## src/logic/bfpl_pkg.sv

```systemverilog
`default_nettype none
// ---------------------------------------------------------------------------
// Shared constants and types of the bridge protection controller
// ---------------------------------------------------------------------------
package bfpl_pkg;

  // -------------------------------------------------------------------------
  // Clock and timing
  // -------------------------------------------------------------------------
  localparam longint CLK_PERIOD_NS   = 8;
  localparam longint SHUT_WAIT_NS    = 1000000000;   // Least wait after shutdown, 1 s
  localparam longint MIN_LOW_NS      = 50;           // Least low-side on time per cycle
  localparam longint RECOVER_PULSE_NS = 1000;        // Width of a recovery reset pulse
  // Least times round up to whole cycles
  localparam longint SHUT_WAIT_CYC   = (SHUT_WAIT_NS + CLK_PERIOD_NS - 1) / CLK_PERIOD_NS;
  localparam int     MIN_LOW_CYC     = int'((MIN_LOW_NS + CLK_PERIOD_NS - 1) / CLK_PERIOD_NS);
  localparam int     PULSE_CYC       = int'((RECOVER_PULSE_NS + CLK_PERIOD_NS - 1)
                                            / CLK_PERIOD_NS);
  localparam int     HOLD_W          = 28;
  localparam int     PULSE_W         = 8;
  localparam int     PWM_W           = 16;
  localparam int     NUM_CH          = 4;

  // -------------------------------------------------------------------------
  // Register map (byte addresses)
  // -------------------------------------------------------------------------
  localparam logic [7:0] ADDR_CTRL   = 8'h00;
  localparam logic [7:0] ADDR_CMD    = 8'h04;
  localparam logic [7:0] ADDR_STATUS = 8'h08;
  localparam logic [7:0] ADDR_PERIOD = 8'h0C;
  localparam logic [7:0] ADDR_DUTY0  = 8'h10;   // Four duty words follow, one per half-bridge

  // Control register fields
  localparam int CTRL_RUN_BIT   = 0;
  localparam int CTRL_LATCH_BIT = 1;
  localparam int CTRL_PWM_BIT   = 2;
  // Command register fields
  localparam int CMD_PAIR1_BIT  = 0;
  localparam int CMD_PAIR2_BIT  = 1;
  // Status register fields
  localparam int STAT_FAULT_BIT = 0;
  localparam int STAT_WARN_BIT  = 1;
  localparam int STAT_CODE_LSB  = 2;
  localparam int STAT_SHUT_BIT  = 4;
  localparam int STAT_THERM_BIT = 5;
  localparam int STAT_BUSY_BIT  = 6;
  localparam int STAT_READY_BIT = 7;

  // Reset values
  localparam logic [PWM_W-1:0] PERIOD_RST = 16'h0000;
  localparam logic [PWM_W-1:0] DUTY_RST   = 16'h0000;
  localparam logic [2:0]       SYNC_RST   = 3'h7;     // Released open-drain lines read high

  // -------------------------------------------------------------------------
  // Types
  // -------------------------------------------------------------------------
  typedef enum logic [1:0] {
    BFPL_ST_NORMAL, BFPL_ST_WARN, BFPL_ST_SHUT, BFPL_ST_WARN_SHUT
  } bfpl_status_e;

  typedef enum logic [1:0] {
    BFPL_RC_IDLE, BFPL_RC_WAIT, BFPL_RC_PULSE
  } bfpl_rc_e;

  typedef struct packed {
    logic [2:0]                   flt_sync;
    logic [2:0]                   warn_sync;
    logic                         flt_stable;
    logic                         warn_stable;
    logic                         run;
    logic                         latch_mode;
    logic                         pwm_en;
    logic [PWM_W-1:0]             period;
    logic [NUM_CH-1:0][PWM_W-1:0] duty;
    logic [PWM_W-1:0]             cnt;
    logic [PWM_W-1:0]             act_period;
    logic [NUM_CH-1:0][PWM_W-1:0] act_lim;
    logic                         shut_seen;
    logic                         thermal;
    bfpl_rc_e                     rc;
    logic [1:0]                   rc_mask;
    logic [HOLD_W-1:0]            hold_cnt;
    logic [PULSE_W-1:0]           pulse_cnt;
    logic                         rst_one_n;
    logic                         rst_two_n;
    logic                         mode_cbc;
    logic                         mode_latch;
    logic [31:0]                  rdata;
  } bfpl_host_s;

  typedef struct packed {
    logic pwm;
  } bfpl_chan_s;

endpackage
`default_nettype wire

```

## src/logic/bfpl_host.sv

```systemverilog
`timescale 1ns/1ps
`default_nettype none
// What this block does
// Device keeps outputs off until both supply monitors are above threshold.
// Hold both pair resets low at power-up; device then precharges bootstraps.
// Device runs while supplies are good; hold pair resets low at power-down.
// Fault and warning are active-low open-drain lines that read high released.
// Fault line goes low for any shutdown: thermal, overcurrent or undervoltage.
// Warning line goes low while junction is above the warning temperature.
// Fault and warning pair encode shutdown, warning, normal, or both.
// On a shutdown fault the device floats outputs and pulls fault low.
// Faults other than overcurrent and thermal recover on their own.
// Wait at least one second after shutdown before pulsing pair resets.
// Device inserts recharge gaps while the bootstrap voltage is too low.
// Too short off time per cycle may also start bootstrap recharging.
// Command the low side on for at least the minimum every cycle.
// Each switch has its own overcurrent detector with a shared threshold.
// Mode pins select per-cycle limiting or latched overcurrent shutdown.
// Per-cycle mode limits current within the cycle, without shutdown.
// In per-cycle mode an uncontained short latches that half-bridge off.
// Limiting and shutdown are handled separately for each half-bridge.
// Per-cycle limit overrides the switches until the next PWM cycle; the stage model holds it only while oc_hit is high.
// Latched mode shuts down; pulse the pair reset to resume afterwards.
// Thermal shutdown latches; both pair resets must go low to clear it.
// Each pair reset clears only its own half-bridges; fault ORs all.
module bfpl_host
  import bfpl_pkg::*;
#(
  parameter longint HOLD_CYCLES = SHUT_WAIT_CYC
)(
  // Clock and reset
  input  wire logic               sys_clk,
  input  wire logic               reset,
  // Register port
  input  wire logic [7:0]         reg_addr,
  input  wire logic [31:0]        reg_wdata,
  input  wire logic               reg_wr,
  input  wire logic               reg_rd,
  output var  logic [31:0]        reg_rdata,
  // Status lines from the power stage
  input  wire logic               fault_n,
  input  wire logic               overheat_warning_n,
  // Control lines to the power stage
  output var  logic               pair_one_reset_n,
  output var  logic               pair_two_reset_n,
  output var  logic               per_cycle_limit_mode,
  output var  logic               latched_trip_mode,
  output var  logic [NUM_CH-1:0]  pwm_out
);

  // -------------------------------------------------------------------------
  // Decode helpers
  // -------------------------------------------------------------------------
  // Returns {hit, index} for the four duty words
  function automatic logic [2:0] duty_sel(input logic [7:0] a);
    logic [7:0] off;
    off = a - ADDR_DUTY0;
    if (a >= ADDR_DUTY0 && off < 8'h10 && off[1:0] == 2'h0) begin
      duty_sel = {1'b1, off[3:2]};
    end else begin
      duty_sel = 3'h0;
    end
  endfunction

  // Meaning of the fault and warning pair
  function automatic bfpl_status_e decode_status(input logic f_n, input logic w_n);
    if (!f_n && !w_n) begin
      decode_status = BFPL_ST_WARN_SHUT;
    end else if (!f_n) begin
      decode_status = BFPL_ST_SHUT;
    end else if (!w_n) begin
      decode_status = BFPL_ST_WARN;
    end else begin
      decode_status = BFPL_ST_NORMAL;
    end
  endfunction

  bfpl_host_s q;
  bfpl_host_s d;

  logic [HOLD_W-1:0] hold_limit;
  assign hold_limit = HOLD_W'(HOLD_CYCLES);

  // -------------------------------------------------------------------------
  // Next-state logic
  // -------------------------------------------------------------------------
  always_comb begin
    logic         fault_fell;
    logic         hold_done;
    logic         wrap;
    logic [2:0]   dsel;
    logic [PWM_W:0] span;
    logic [PWM_W-1:0] lim;
    fault_fell = 1'b0;
    hold_done  = 1'b0;
    wrap       = 1'b0;
    dsel       = 3'h0;
    span       = '0;
    lim        = '0;
    d          = q;

    // Pins are asynchronous; a change counts once stages two and three agree
    d.flt_sync  = {q.flt_sync[1:0], fault_n};
    d.warn_sync = {q.warn_sync[1:0], overheat_warning_n};
    if (q.flt_sync[1] == q.flt_sync[2]) begin
      d.flt_stable = q.flt_sync[2];
    end
    if (q.warn_sync[1] == q.warn_sync[2]) begin
      d.warn_stable = q.warn_sync[2];
    end
    fault_fell = q.flt_stable && !d.flt_stable && q.run;

    // Time since the last shutdown, saturating once the wait is over
    hold_done = (q.hold_cnt >= hold_limit);
    if (fault_fell) begin
      d.hold_cnt = '0;
    end else if (!hold_done) begin
      d.hold_cnt = q.hold_cnt + 1'b1;
    end

    // Shared PWM counter; new settings take effect at a cycle boundary, or at once while PWM is off
    wrap = (q.cnt >= q.act_period);
    if (!q.pwm_en) begin
      d.cnt = '0;
    end else if (wrap) begin
      d.cnt = '0;
    end else begin
      d.cnt = q.cnt + 1'b1;
    end
    if (!q.pwm_en || wrap) begin
      d.act_period = q.period;
      // Clamp the high time so the low side always gets its minimum
      span = {1'b0, q.period} + 1'b1;
      for (int i = 0; i < NUM_CH; i++) begin
        if (span > (PWM_W+1)'(MIN_LOW_CYC)) begin
          lim = PWM_W'(span - (PWM_W+1)'(MIN_LOW_CYC));
        end else begin
          lim = '0;
        end
        d.act_lim[i] = (q.duty[i] < lim) ? q.duty[i] : lim;
      end
    end

    // Register writes
    dsel = duty_sel(reg_addr);
    if (reg_wr) begin
      if (reg_addr == ADDR_CTRL) begin
        d.run        = reg_wdata[CTRL_RUN_BIT];
        d.latch_mode = reg_wdata[CTRL_LATCH_BIT];
        d.pwm_en     = reg_wdata[CTRL_PWM_BIT];
      end else if (reg_addr == ADDR_PERIOD) begin
        d.period = reg_wdata[PWM_W-1:0];
      end else if (dsel[2]) begin
        d.duty[dsel[1:0]] = reg_wdata[PWM_W-1:0];
      end else if (reg_addr == ADDR_STATUS && reg_wdata[STAT_SHUT_BIT]) begin
        d.shut_seen = 1'b0;
      end
    end

    // Sticky shutdown flag; a new shutdown wins over a clear in the same cycle
    if (fault_fell) begin
      d.shut_seen = 1'b1;
      if (!d.warn_stable) begin
        d.thermal = 1'b1;
      end
    end

    // Recovery sequence
    case (q.rc)
      BFPL_RC_IDLE: begin
        if (reg_wr && reg_addr == ADDR_CMD && q.run
            && (reg_wdata[CMD_PAIR1_BIT] || reg_wdata[CMD_PAIR2_BIT])) begin
          d.rc_mask = {reg_wdata[CMD_PAIR2_BIT], reg_wdata[CMD_PAIR1_BIT]};
          if (q.thermal) begin
            d.rc_mask = 2'h3;
          end
          d.pulse_cnt = '0;
          d.rc        = hold_done ? BFPL_RC_PULSE : BFPL_RC_WAIT;
        end
      end
      BFPL_RC_WAIT: begin
        if (!q.run) begin
          d.rc = BFPL_RC_IDLE;
        end else if (hold_done) begin
          d.rc = BFPL_RC_PULSE;
        end
      end
      BFPL_RC_PULSE: begin
        d.pulse_cnt = q.pulse_cnt + 1'b1;
        if (q.pulse_cnt == PULSE_W'(PULSE_CYC - 1)) begin
          d.rc = BFPL_RC_IDLE;
          // A thermal trip in the closing cycle wins over the clear
          if (q.rc_mask == 2'h3 && !(fault_fell && !d.warn_stable)) begin
            d.thermal = 1'b0;
          end
        end
      end
      default: begin
        d.rc = BFPL_RC_IDLE;
      end
    endcase

    // Pair resets stay low until run is set and drop while stopped or while their own pair is pulsed
    d.rst_one_n = q.run && !(q.rc == BFPL_RC_PULSE && q.rc_mask[0]);
    d.rst_two_n = q.run && !(q.rc == BFPL_RC_PULSE && q.rc_mask[1]);

    // Mode pins only move while the stage is held in reset, never mid-run
    if (!q.run) begin
      d.mode_cbc   = !q.latch_mode;
      d.mode_latch = q.latch_mode;
    end

    // Read data stands in the cycle after the strobe only
    d.rdata = 32'h0000_0000;
    if (reg_rd) begin
      if (reg_addr == ADDR_CTRL) begin
        d.rdata[CTRL_RUN_BIT]   = q.run;
        d.rdata[CTRL_LATCH_BIT] = q.latch_mode;
        d.rdata[CTRL_PWM_BIT]   = q.pwm_en;
      end else if (reg_addr == ADDR_PERIOD) begin
        d.rdata[PWM_W-1:0] = q.period;
      end else if (dsel[2]) begin
        d.rdata[PWM_W-1:0] = q.duty[dsel[1:0]];
      end else if (reg_addr == ADDR_STATUS) begin
        d.rdata[STAT_FAULT_BIT] = q.flt_stable;
        d.rdata[STAT_WARN_BIT]  = q.warn_stable;
        d.rdata[STAT_CODE_LSB +: 2] = decode_status(q.flt_stable, q.warn_stable);
        d.rdata[STAT_SHUT_BIT]  = q.shut_seen;
        d.rdata[STAT_THERM_BIT] = q.thermal;
        d.rdata[STAT_BUSY_BIT]  = (q.rc != BFPL_RC_IDLE);
        d.rdata[STAT_READY_BIT] = hold_done;
      end
    end
  end

  // -------------------------------------------------------------------------
  // State register
  // -------------------------------------------------------------------------
  always_ff @(posedge sys_clk or posedge reset) begin
    if (reset) begin
      q             <= '0;
      q.flt_sync    <= SYNC_RST;
      q.warn_sync   <= SYNC_RST;
      q.flt_stable  <= 1'b1;
      q.warn_stable <= 1'b1;
      q.period      <= PERIOD_RST;
      q.duty        <= {NUM_CH{DUTY_RST}};
      q.hold_cnt    <= {HOLD_W{1'b1}};   // No shutdown yet, so no wait pending
      q.rc          <= BFPL_RC_IDLE;
      q.mode_cbc    <= 1'b1;
    end else begin
      q <= d;
    end
  end

  // -------------------------------------------------------------------------
  // Outputs and PWM channels
  // -------------------------------------------------------------------------
  assign reg_rdata            = q.rdata;
  assign pair_one_reset_n     = q.rst_one_n;
  assign pair_two_reset_n     = q.rst_two_n;
  assign per_cycle_limit_mode = q.mode_cbc;
  assign latched_trip_mode    = q.mode_latch;

  // A channel only switches while its pair is out of reset
  generate
    for (genvar g = 0; g < NUM_CH; g++) begin : g_chan
      bfpl_pwm_chan u_chan (
        .sys_clk (sys_clk),
        .reset   (reset),
        .enable  (q.pwm_en && (g < 2 ? q.rst_one_n : q.rst_two_n)),
        .count   (q.cnt),
        .limit   (q.act_lim[g]),
        .pwm_q   (pwm_out[g])
      );
    end
  endgenerate

  // -------------------------------------------------------------------------
  // Checks
  // -------------------------------------------------------------------------
  chk_reset_held: assert property (@(posedge sys_clk) disable iff (reset)
    !q.run |=> (!pair_one_reset_n && !pair_two_reset_n))
    else $error("pair reset released while stopped");

  chk_release_needs_run: assert property (@(posedge sys_clk) disable iff (reset)
    (pair_one_reset_n || pair_two_reset_n) |-> $past(q.run))
    else $error("pair reset high without run");

  chk_wait_elapsed: assert property (@(posedge sys_clk) disable iff (reset)
    $rose(q.rc == BFPL_RC_PULSE) |-> ($past(q.hold_cnt) >= hold_limit))
    else $error("recovery pulse before shutdown wait elapsed");

  chk_pulse_length: assert property (@(posedge sys_clk) disable iff (reset)
    $fell(q.rc == BFPL_RC_PULSE) |-> ($past(q.pulse_cnt) == PULSE_W'(PULSE_CYC - 1)))
    else $error("recovery pulse has wrong length");

  chk_pair_select: assert property (@(posedge sys_clk) disable iff (reset)
    (q.rc == BFPL_RC_PULSE && !q.rc_mask[1] && q.run) |=> pair_two_reset_n)
    else $error("unselected pair was reset");

  chk_thermal_both: assert property (@(posedge sys_clk) disable iff (reset)
    (q.rc == BFPL_RC_PULSE && q.thermal) |-> (q.rc_mask == 2'h3))
    else $error("thermal recovery did not reset both pairs");

  chk_mode_onehot: assert property (@(posedge sys_clk) disable iff (reset)
    per_cycle_limit_mode != latched_trip_mode)
    else $error("mode pins not one-hot");

  chk_mode_stable: assert property (@(posedge sys_clk) disable iff (reset)
    !$stable(latched_trip_mode) |-> !$past(q.run))
    else $error("mode pins changed while running");

endmodule // bfpl_host
`default_nettype wire

```

## src/logic/bfpl_pwm_chan.sv

```systemverilog
`timescale 1ns/1ps
`default_nettype none
// ---------------------------------------------------------------------------
// One half-bridge PWM channel
// ---------------------------------------------------------------------------
module bfpl_pwm_chan
  import bfpl_pkg::*;
(
  // Clock and reset
  input  wire logic             sys_clk,
  input  wire logic             reset,
  // Timing from the shared counter
  input  wire logic             enable,
  input  wire logic [PWM_W-1:0] count,
  input  wire logic [PWM_W-1:0] limit,
  // Gate command, high means high side on
  output var  logic             pwm_q
);

  bfpl_chan_s q;
  bfpl_chan_s d;

  // High side on while the count is below the clamped limit
  always_comb begin
    d     = q;
    d.pwm = enable && (count < limit);
  end

  // State register
  always_ff @(posedge sys_clk or posedge reset) begin
    if (reset) begin
      q <= '0;
    end else begin
      q <= d;
    end
  end

  assign pwm_q = q.pwm;

  // Every low phase lasts at least the minimum low-side time
  chk_low_min: assert property (@(posedge sys_clk) disable iff (reset)
    $fell(q.pwm) |-> (!q.pwm) [*7])
    else $error("low-side on time shorter than minimum");

endmodule // bfpl_pwm_chan
`default_nettype wire

```

## config.mk

```make
export PLATFORM = sky130hd
export DESIGN_NAME = bfpl_host
export DESIGN_NICKNAME = d
export VERILOG_FILES = /design/src/logic/bfpl_pkg.sv /design/src/logic/bfpl_host.sv /design/src/logic/bfpl_pwm_chan.sv
export SDC_FILE = /design/constraint.sdc
export NUM_CORES = 1
export LEC_CHECK = 0
export BUFFER_PORTS_ARGS = -buffer_cell sky130_fd_sc_hd__buf_2
export CORE_AREA = 2 2 213 215
export CTS_BUF_LIST = sky130_fd_sc_hd__clkbuf_2
export CTS_CLUSTER_SIZE = 8
export DETAILED_ROUTE_END_ITERATION = 10
export DIE_AREA = 0 0 215 217
export PLACE_DENSITY = 0.57
export SYNTH_ARGS = -nofsm -noshare
export SYNTH_HDL_FRONTEND = slang
export SYNTH_SLANG_ARGS = --single-unit
```

## constraint.sdc

```tcl
create_clock -name sys_clk -period 7.2 [get_ports sys_clk]
set_input_delay 0.36 -clock sys_clk [delete_from_list [all_inputs] [get_ports sys_clk]]
set_output_delay 0.36 -clock sys_clk [all_outputs]
set_load 0.1 [all_outputs]
```

Word level (Yosys, flattened, before mapping)

Index checks and enable logic that the tools add are counted.

Bitwise logic cells: 2
$lt $le $gt $ge: 15
Equality and inequality tests: 16
Reduce and logical (&&, ||, !) cells: 47
Mux-type cells: 46
Add/sub/neg operators: 6

Operators with widths:

| kind                  | number |
|---|---|
| $mux 16               | 12 |
| $lt 16x16->1          | 8 |
| $bwmux 64             | 1 |
| $mux 28               | 2 |
| $bmux 16 s2           | 1 |
| $demux 16 s2          | 1 |
| $mux 8                | 4 |
| $add 28x1->28 const B | 1 |
| $ge 28x27->1 const B  | 1 |
| $logic_and 1x1->1     | 22 |
| $add 16x1->17 const B | 1 |
| $gt 17x3->1 const B   | 1 |
| $add 16x1->16 const B | 1 |
| $eq 8x4->1 const B    | 2 |
| $ge 16x16->1          | 1 |
| $pmux 8 s2            | 1 |
| $sub 16x3->16 const B | 1 |
| $mux 2                | 7 |
| $mux 13               | 1 |
| $ne 2x2->1 const B    | 6 |
| $mux 1                | 11 |
| $logic_not 1->1       | 9 |
| $mux 3                | 3 |
| $add 8x1->8 const B   | 1 |
| 22 further kinds      | 33 |

Output and inout port bits: 40
Word-level logic and storage cells: 165
Input port bits: 46
Register bits: 253

Logic depth before layout (Yosys ltp)

Gate-level depths: netlist of the first run.

Depth in word-level cells: 13
Mapped depth: 22
Gate-level depth less buffers: 18

By module

From an unflattened synthesis of the first run, not the netlist that was laid out.

Cells, all modules: 1574
Area total of the unflattened synthesis: 15426.0 um^2

By module, submodules not included:

| module        | cells an instance | area each (um^2) | seq. area each (um^2) | times used |
|---|---|---|---|---|
| bfpl_host     | 1358              | 13794.5          | 6277.3                | 1 |
| bfpl_pwm_chan | 54                | 407.9            | 25.0                  | 4 |

Worst setup path after synthesis of the first run

Ideal clock, no wire load.

Path type: flip-flop to flip-flop
Start: register q[239] (netlist bit)
End: register q[116] (netlist bit)
Path buffers: 1
Required time: 7.074 ns
Cell stages (with the launch flop): 18
Slack: 2.829 ns
Arrival time: 4.245 ns
Setup time: 0.126 ns
Period minus slack after synthesis: 4.371 ns
Path through: dfrtp_1 -> ha_1 -> nand3_2 -> nor3_1 -> xnor2_1 -> nor4b_1 -> a31oi_1 -> nor3_2 -> inv_1 -> ha_1 -> a21o_1 -> a21o_1 -> a221oi_1 -> o21ai_0 -> a21oi_4 -> buf_2 -> nor2_1 -> a221o_1

Word-level cells in the longest chain between the ends: 6
Elaborated cells on any way between the ends: 7
Classes of those cells: add/sub: 2; order compare: 2; mux: 3

Ends and longest elaborated chain:

| item                                         | RTL line                           | RTL |
|---|---|---|
| from (decl)                                  | bfpl_host.sv:78                    | `bfpl_host_s q;` |
| $add 16x1->17 (*)                            | bfpl_host.sv:133                   | `span = {1'b0, q.period} + 1'b1;` |
| $sub 16x3->16 or $gt 17x3->1 (tied branches) | bfpl_host.sv:136, bfpl_host.sv:135 |  |
| $mux 16 (*)                                  | bfpl_host.sv:135                   | `if (span > (PWM_W+1)'(MIN_LOW_CYC)) begin` |
| $mux 16 (*)                                  | bfpl_host.sv:130                   | `if (!q.pwm_en \|\| wrap) begin` |
| $lt 16x16->1                                 | bfpl_host.sv:140                   | `d.act_lim[i] = (q.duty[i] < lim) ? q.duty[i] : lim;` |
| $mux 16 (*)                                  | bfpl_host.sv:140                   |  |

Mark *: on every way between the ends. The rest lies on a longest branch, timed or not. The select of a mux whose other input is x is not followed.
A chain may end at the register's enable or synchronous reset.

Worst setup path after layout of the first run

Start: register q[238] (netlist bit)
End: register q[131] (netlist bit)

The elaborated chain is that of the path after synthesis.

==> out/metrics.cfg, run 1 <==
[detailed_routing]
vias=11900
dr_wl_met2_um=19440
dr.pass1.iters=7
drt_iter0_drc=889
remaining_drc_errors=0
drt-vias-per-instance=5.312
antenna_left=0
wl_met3_um=2496
wl_per_cell_um=19.25
topRoutingLayerUsed=met5
wl_met1_um=20240
drt_wl_total_um=43120

[worst_setup_path]
path_max_fanout=19
crit_chain=ha_1 -> nand3_2 -> nor4_1 -> xnor2_1 -> o21ai_2 -> nor3_2 -> or2_0 -> ha_1 -> a211oi_1 -> o21ai_0 -> a221oi_1 -> o21ai_0 -> a21oi_4 -> and2_1 -> a221o_1
rrSetupSlack_ps=1330
crit_type=flop to flop
r2r_start=q[238]
cp.required_ps=8030
critPathCaptureType=flop
max_stage_delay_ps=620
crit_slowest_cell=a21oi_4
crit_path_start_kind=flop
regToRegEndpoint=q[131]
critPathArrivalTime_ps=6700
rr_worst_depth=15

[worst_hold_path]
worst_hold_path.num_cells=2
worst_hold_path_type=input pin to flop
hold_start=overheat_warning_n
hold_end=d[260]

[die]
io_pins=86
row_count=78
die_w_um=215
core_area_sq_mm=0.04470
die-area_sq_mm=0.04666
dieHeight_um=217
start_util_pct=34.53

[global_route]
grt_pass1_vias=11930
grt_usage_pct=18.74
grt_max_degree=176
grt_pass1_wl_um=68160
antenna_found_initial=3
gr-total-overflow=0

[logic_synthesis]
synth.top_cell.area_share_pct=35.03
synth_area_leaders=dfrtp_1 (35%), ha_1 (12%), dfstp_2 (6.3%)
yosys_warnings=0
ys_seq_area_share_pct=41.32
synth_cell_types=80
ys_seq_elements=253
synth_flop_cell=dfrtp_1
syn_area_sq_mm=0.01543
yosysTopAreaCell=dfrtp_1
syn_inst=1507
syn-mean-instance-area_sq_um=10.24
synth-edff-count=0
async_flop_share_pct=100.0

[final_layout]
nFillCells=4568
drive_gt1_share_pct=21.86
layout_common_cells=dfrtp_1 (216), ha_1 (144), nor2_1 (113)
layout_commonest_cell=dfrtp_1
nets=1776
area_growth_pct=9.648
final_util_pct=37.86

[power_and_ir_drop]
ir_worst_vdd_mv=0.1411
leakage_nw=7.956
pwr_density_cell_mw_per_mm2=224.8

[cts]
cts_tree=yes
numClockSinks=253
cts-root-buf=clkbuf_2
clkTransAtPathRegs_ps=100
cts-buffers-inserted=70
clock_path_buffers=3
clkLatencyLatePin_ps=960
cts_htree_levels=3

[timing]
hold_viol=0
period_minus_slack_ps=5873
relSlewSlack_pct=30.95
post-route-period-util_pct=81.57
final.setup_skew_ps=90.38
grt_setup_unrepaired=no
max_freq_ghz=0.1703
drv_slew=0
setup_tns_ps=0
worst_slew_pin_slew_ps=1033
setup_viol=0

[status]
outcome=finished, final reports clean

[place]
dp_hpwl_um=31230
place_congestion=0.9265
numPortBuffers=53

[job]
cap_violations=0

## sequential cells by signal (all words and copies together) (netlist names)
name                  cells
d                         4
g_chan.u_chan.pwm_q       4
latched_trip_mode         1
pair_one_reset_n          1
pair_two_reset_n          1
per_cycle_limit_mode      1
q                       225
reg_rdata                16
## per-layer routing
metal  up-vias  GRT usage (%)
met3        63          3.829
met4         2          5.931
li1       5599              -
met2       345          29.27
met1      5889          26.10
met5         -              0
## cell type report
cell class | count | area (sq um) | share of cell area (%)
Clock buffer | 105 | 525.5 | 3.106
Sequential cell | 253 | 6377 | 37.69
Antenna cell | 2 | 5.005 | 0.02958
Inverter | 96 | 364.1 | 2.152
Clock inverter | 19 | 82.58 | 0.4880
Tap cell | 600 | 750.7 | 4.437
Multi-Input combinational cell | 1073 | 8185 | 48.37
Timing Repair Buffer | 92 | 630.6 | 3.727
## synth_stat cells, types with 5 or more instances
cell       instances
and3_1            17
buf_1              6
a31oi_1            7
o21ai_0           72
mux2i_1           21
dfstp_2           37
nor4_1            10
nand3_1           45
a221o_1           32
a211oi_1           7
or3_1             16
xnor2_1           17
mux2_2            85
xor2_1            31
dfrtp_1          216
a22oi_1           13
ha_1             144
nor2_1           113
o211ai_1          11
nand2_1           97
mux4_2            16
a221oi_1           9
buf_4             37
o31ai_1            5
o2111ai_1          5
and2_1            15
buf_2             19
nand2b_1          12
nand4_1           33
a21oi_1           63
a21o_1            32
clkbuf_1          33
nor3_1            43
nor2b_1           16
inv_1             95
## kinds of logic (layout without fill, tap and decap cells)
logic type / after synthesis / after routing / share of synthesized area (%)
buffers and inverters: 196 / 312 / 6.121
other: 1 / 18 / 0.02430
AO/OA/AOI/OAI: 291 / 291 / 13.16
AND/OR/NAND/NOR: 449 / 449 / 14.80
XOR/XNOR: 50 / 50 / 2.935
flip-flops: 253 / 253 / 41.32
multiplexers: 122 / 122 / 9.899
adder cells (fa/ha/maj): 145 / 145 / 11.74
## where the power goes
part	internal, mW	switching (mW)
Clock	0.390	0.638
Combinational	0.399	0.688
Sequential	1.57	0.117
Total	2.36	1.44
## repair_timing
action                    in CTS  in global routing
setup buffers                  0                  0
hold buffers                  24                  0
hold endpoints to repair     234                  0
gates resized for setup        0                  0
## worst max-delay path by stage
stage	startpoint	end	slack, ps
2_1_floorplan	q[239]	q[116]	2830
3_3_place_gp	q[238]	q[131]	1470
3_5_place_dp	q[238]	q[130]	1320
4_1_cts	q[238]	q[131]	1280
5_1_grt	q[238]	q[131]	1000
6_report	q[238]	q[131]	1330
## critical path, delay by kind of cell (launching register included)
kind / cells / cell delay [ps]
flops: 1 / 540
fa+ha+maj: 2 / 730
compound gates: 7 / 2140
xor+xnor: 1 / 210
simple gates: 5 / 2170
## stage by stage
| stage | area [sq um] | power [mW] | hold slack (ps) | setup WS (ps) | cells |
|---|---|---|---|---|---|
| 2_1_floorplan | 15490 | 2.492 | 345.2 | 2829 | 1522 |
| 3_3_place_gp | 16070 | 2.758 | 346.6 | 1468 | 2090 |
| 3_5_place_dp | 16070 | 2.789 | 347.3 | 1322 | 2090 |
| 4_1_cts | 16920 | 3.850 | 0.7484 | 1275 | 2238 |
| 5_1_grt | 16920 | 4.078 | 40.95 | 997.7 | 2240 |
| 6_report | 16920 | 3.804 | 112.1 | 1327 | 2240 |
Power figures use the tool's default switching activity.
==> run 2, diff against run 1 <==
PLACE_DENSITY = 0.55   (was 0.57)
clock period = 5.6 ns   (was 7.2 ns; I/O delays follow)
==> out/metrics.cfg, run 2 (same netlist as run 1, synthesis figures left out) <==
[cts]
cts_tree=yes
cts-buffers-inserted=70
numClockSinks=253
cts-root-buf=clkbuf_2
clock_path_buffers=3
clkLatencyLatePin_ps=1040
cts_htree_levels=3
cts_setup_buffers=0
clkTransAtPathRegs_ps=100
post_cts_resized=0
postCtsHoldBufs=37

[timing]
setup_ws_ps=370.4
setup_tns_ps=0
grt_setup_unrepaired=no
max_freq_ghz=0.1912
drv_slew=0
hold_viol=0
post-route-period-util_pct=93.39
worst_slew_pin_slew_ps=1014
relSlewSlack_pct=32.43
period_minus_slack_ps=5230
final.setup_skew_ps=97.99
setup_viol=0

[worst_setup_path]
r2r_start=q[239]
cp.required_ps=6470
path_max_fanout=10
rr_worst_depth=18
crit_type=flop to flop
cp-startpoint=q[239]
critPathArrivalTime_ps=6100
crit_path_start_kind=flop
regToRegEndpoint=q[79]
critPathCaptureType=flop
critPathCapture=q[79]
rrSetupSlack_ps=370

[die]
row_count=78
die_w_um=215
dieHeight_um=217
start_util_pct=34.53
io_pins=86
die-area_sq_mm=0.04666
core_area_sq_mm=0.04470

[global_route]
antenna_found_initial=2
grt_pass1_vias=12050
grt_max_degree=142
gr-total-overflow=0
grt_pass1_wl_um=69620
grt_usage_pct=19.39

[final_layout]
drive_gt1_share_pct=22.75
layout_common_cells=dfrtp_1 (216), ha_1 (144), nor2_1 (113)
nFillCells=4555
final_util_pct=38.56
largest_register_ffs=225
area_growth_pct=11.67
top_register=q
nets=1811
layout_commonest_cell=dfrtp_1

[power_and_ir_drop]
pwr_density_cell_mw_per_mm2=289.0
ir_worst_vdd_mv=0.1658
fin_total_pwr_mw=4.980
leakage_nw=8.130

[detailed_routing]
vias=11890
drt_iter0_drc=869
drt-vias-per-instance=5.231
wl_per_cell_um=19.58
drt_wl_total_um=44500
dr.pass1.iters=5
remaining_drc_errors=0
antenna_left=0

[place]
numPortBuffers=53
preCtsSetupSlack_ps=468.9
place_congestion=0.8960
dp_hpwl_um=32860

[status]
outcome=finished, final reports clean

[job]
cap_violations=0

[worst_hold_path]
worst_hold_path_type=input pin to flop

## run 2: cell count changes in the layout (fill, tap and decap cells not counted)
| cell | delta |
|---|---|
| inv_2 | -3 |
| buf_12 | +1 |
| clkinvlp_4 | +1 |
| buf_4 | +21 |
| diode_2 | +1 |
| clkinv_4 | +2 |
| dlygate4sd3_1 | +13 |
| clkbuf_2 | -1 |
| clkinv_2 | +1 |
| clkinv_1 | -3 |
## run 2: layout make-up
class	count	area, sq um	area share (%)
multi-input combinational	1073	8185	47.50
sequential	253	6377	37.00
timing repair buffer	127	938.4	5.445
tap	600	750.7	4.356
clock buffer	104	520.5	3.020
inverter	96	364.1	2.113
clock inverter	17	90.09	0.5227
antenna	3	7.507	0.04356
## run 2: critical path, cell delays in order (launching register included)
cell and delay, ps:
dfrtp_1 490, ha_1 360, and4_4 300, a311oi_1 110, nor3_1 450, nand4bb_4 270, or3_1 330, buf_4 220
o311a_1 320, inv_1 160, ha_1 310, nand4_1 140, nor2_1 80, a221oi_1 250, o21ai_0 270, a21oi_4 450
buf_4 230, nor3_1 50, a221o_1 290
## run 2: power breakdown
part           internal, mW  total [mW]  switching [mW]
registers              2.02        2.17           0.151
clock network         0.500        1.33           0.833
logic                 0.570        1.47           0.904
total                  3.09        4.98            1.89
## run 2: through the flow
| step | area, sq um | hold slack, ps | instances |
|---|---|---|---|
| finish | 17230 | 107.4 | 2273 |
| global route | 17230 | 90.88 | 2273 |
| CTS | 17230 | 0.7354 | 2270 |
| detailed placement | 16250 | 347.5 | 2112 |
| global placement | 16250 | 347.2 | 2112 |
| floorplan | 15490 | 284.5 | 1522 |
## run 2: how the worst min path moves through the flow
| stage | to | start | depth (start not counted) |
|---|---|---|---|
| 2_1_floorplan | d[260] | overheat_warning_n | 0 |
| 3_3_place_gp | d[261] | d[260] | 0 |
| 3_5_place_dp | d[261] | d[260] | 0 |
| 4_1_cts | q[256] | reg_addr[0] | 6 |
| 5_1_grt | q[241] | reg_wdata[3] | 3 |
| 6_report | q[256] | reg_addr[0] | 6 |
## run 2: layer usage
metal / track usage, % / share of wire (%)
met5: 0 / 0
met4: 6.276 / 2.2
met3: 4.319 / 5.5
met2: 30.22 / 45
met1: 26.79 / 48
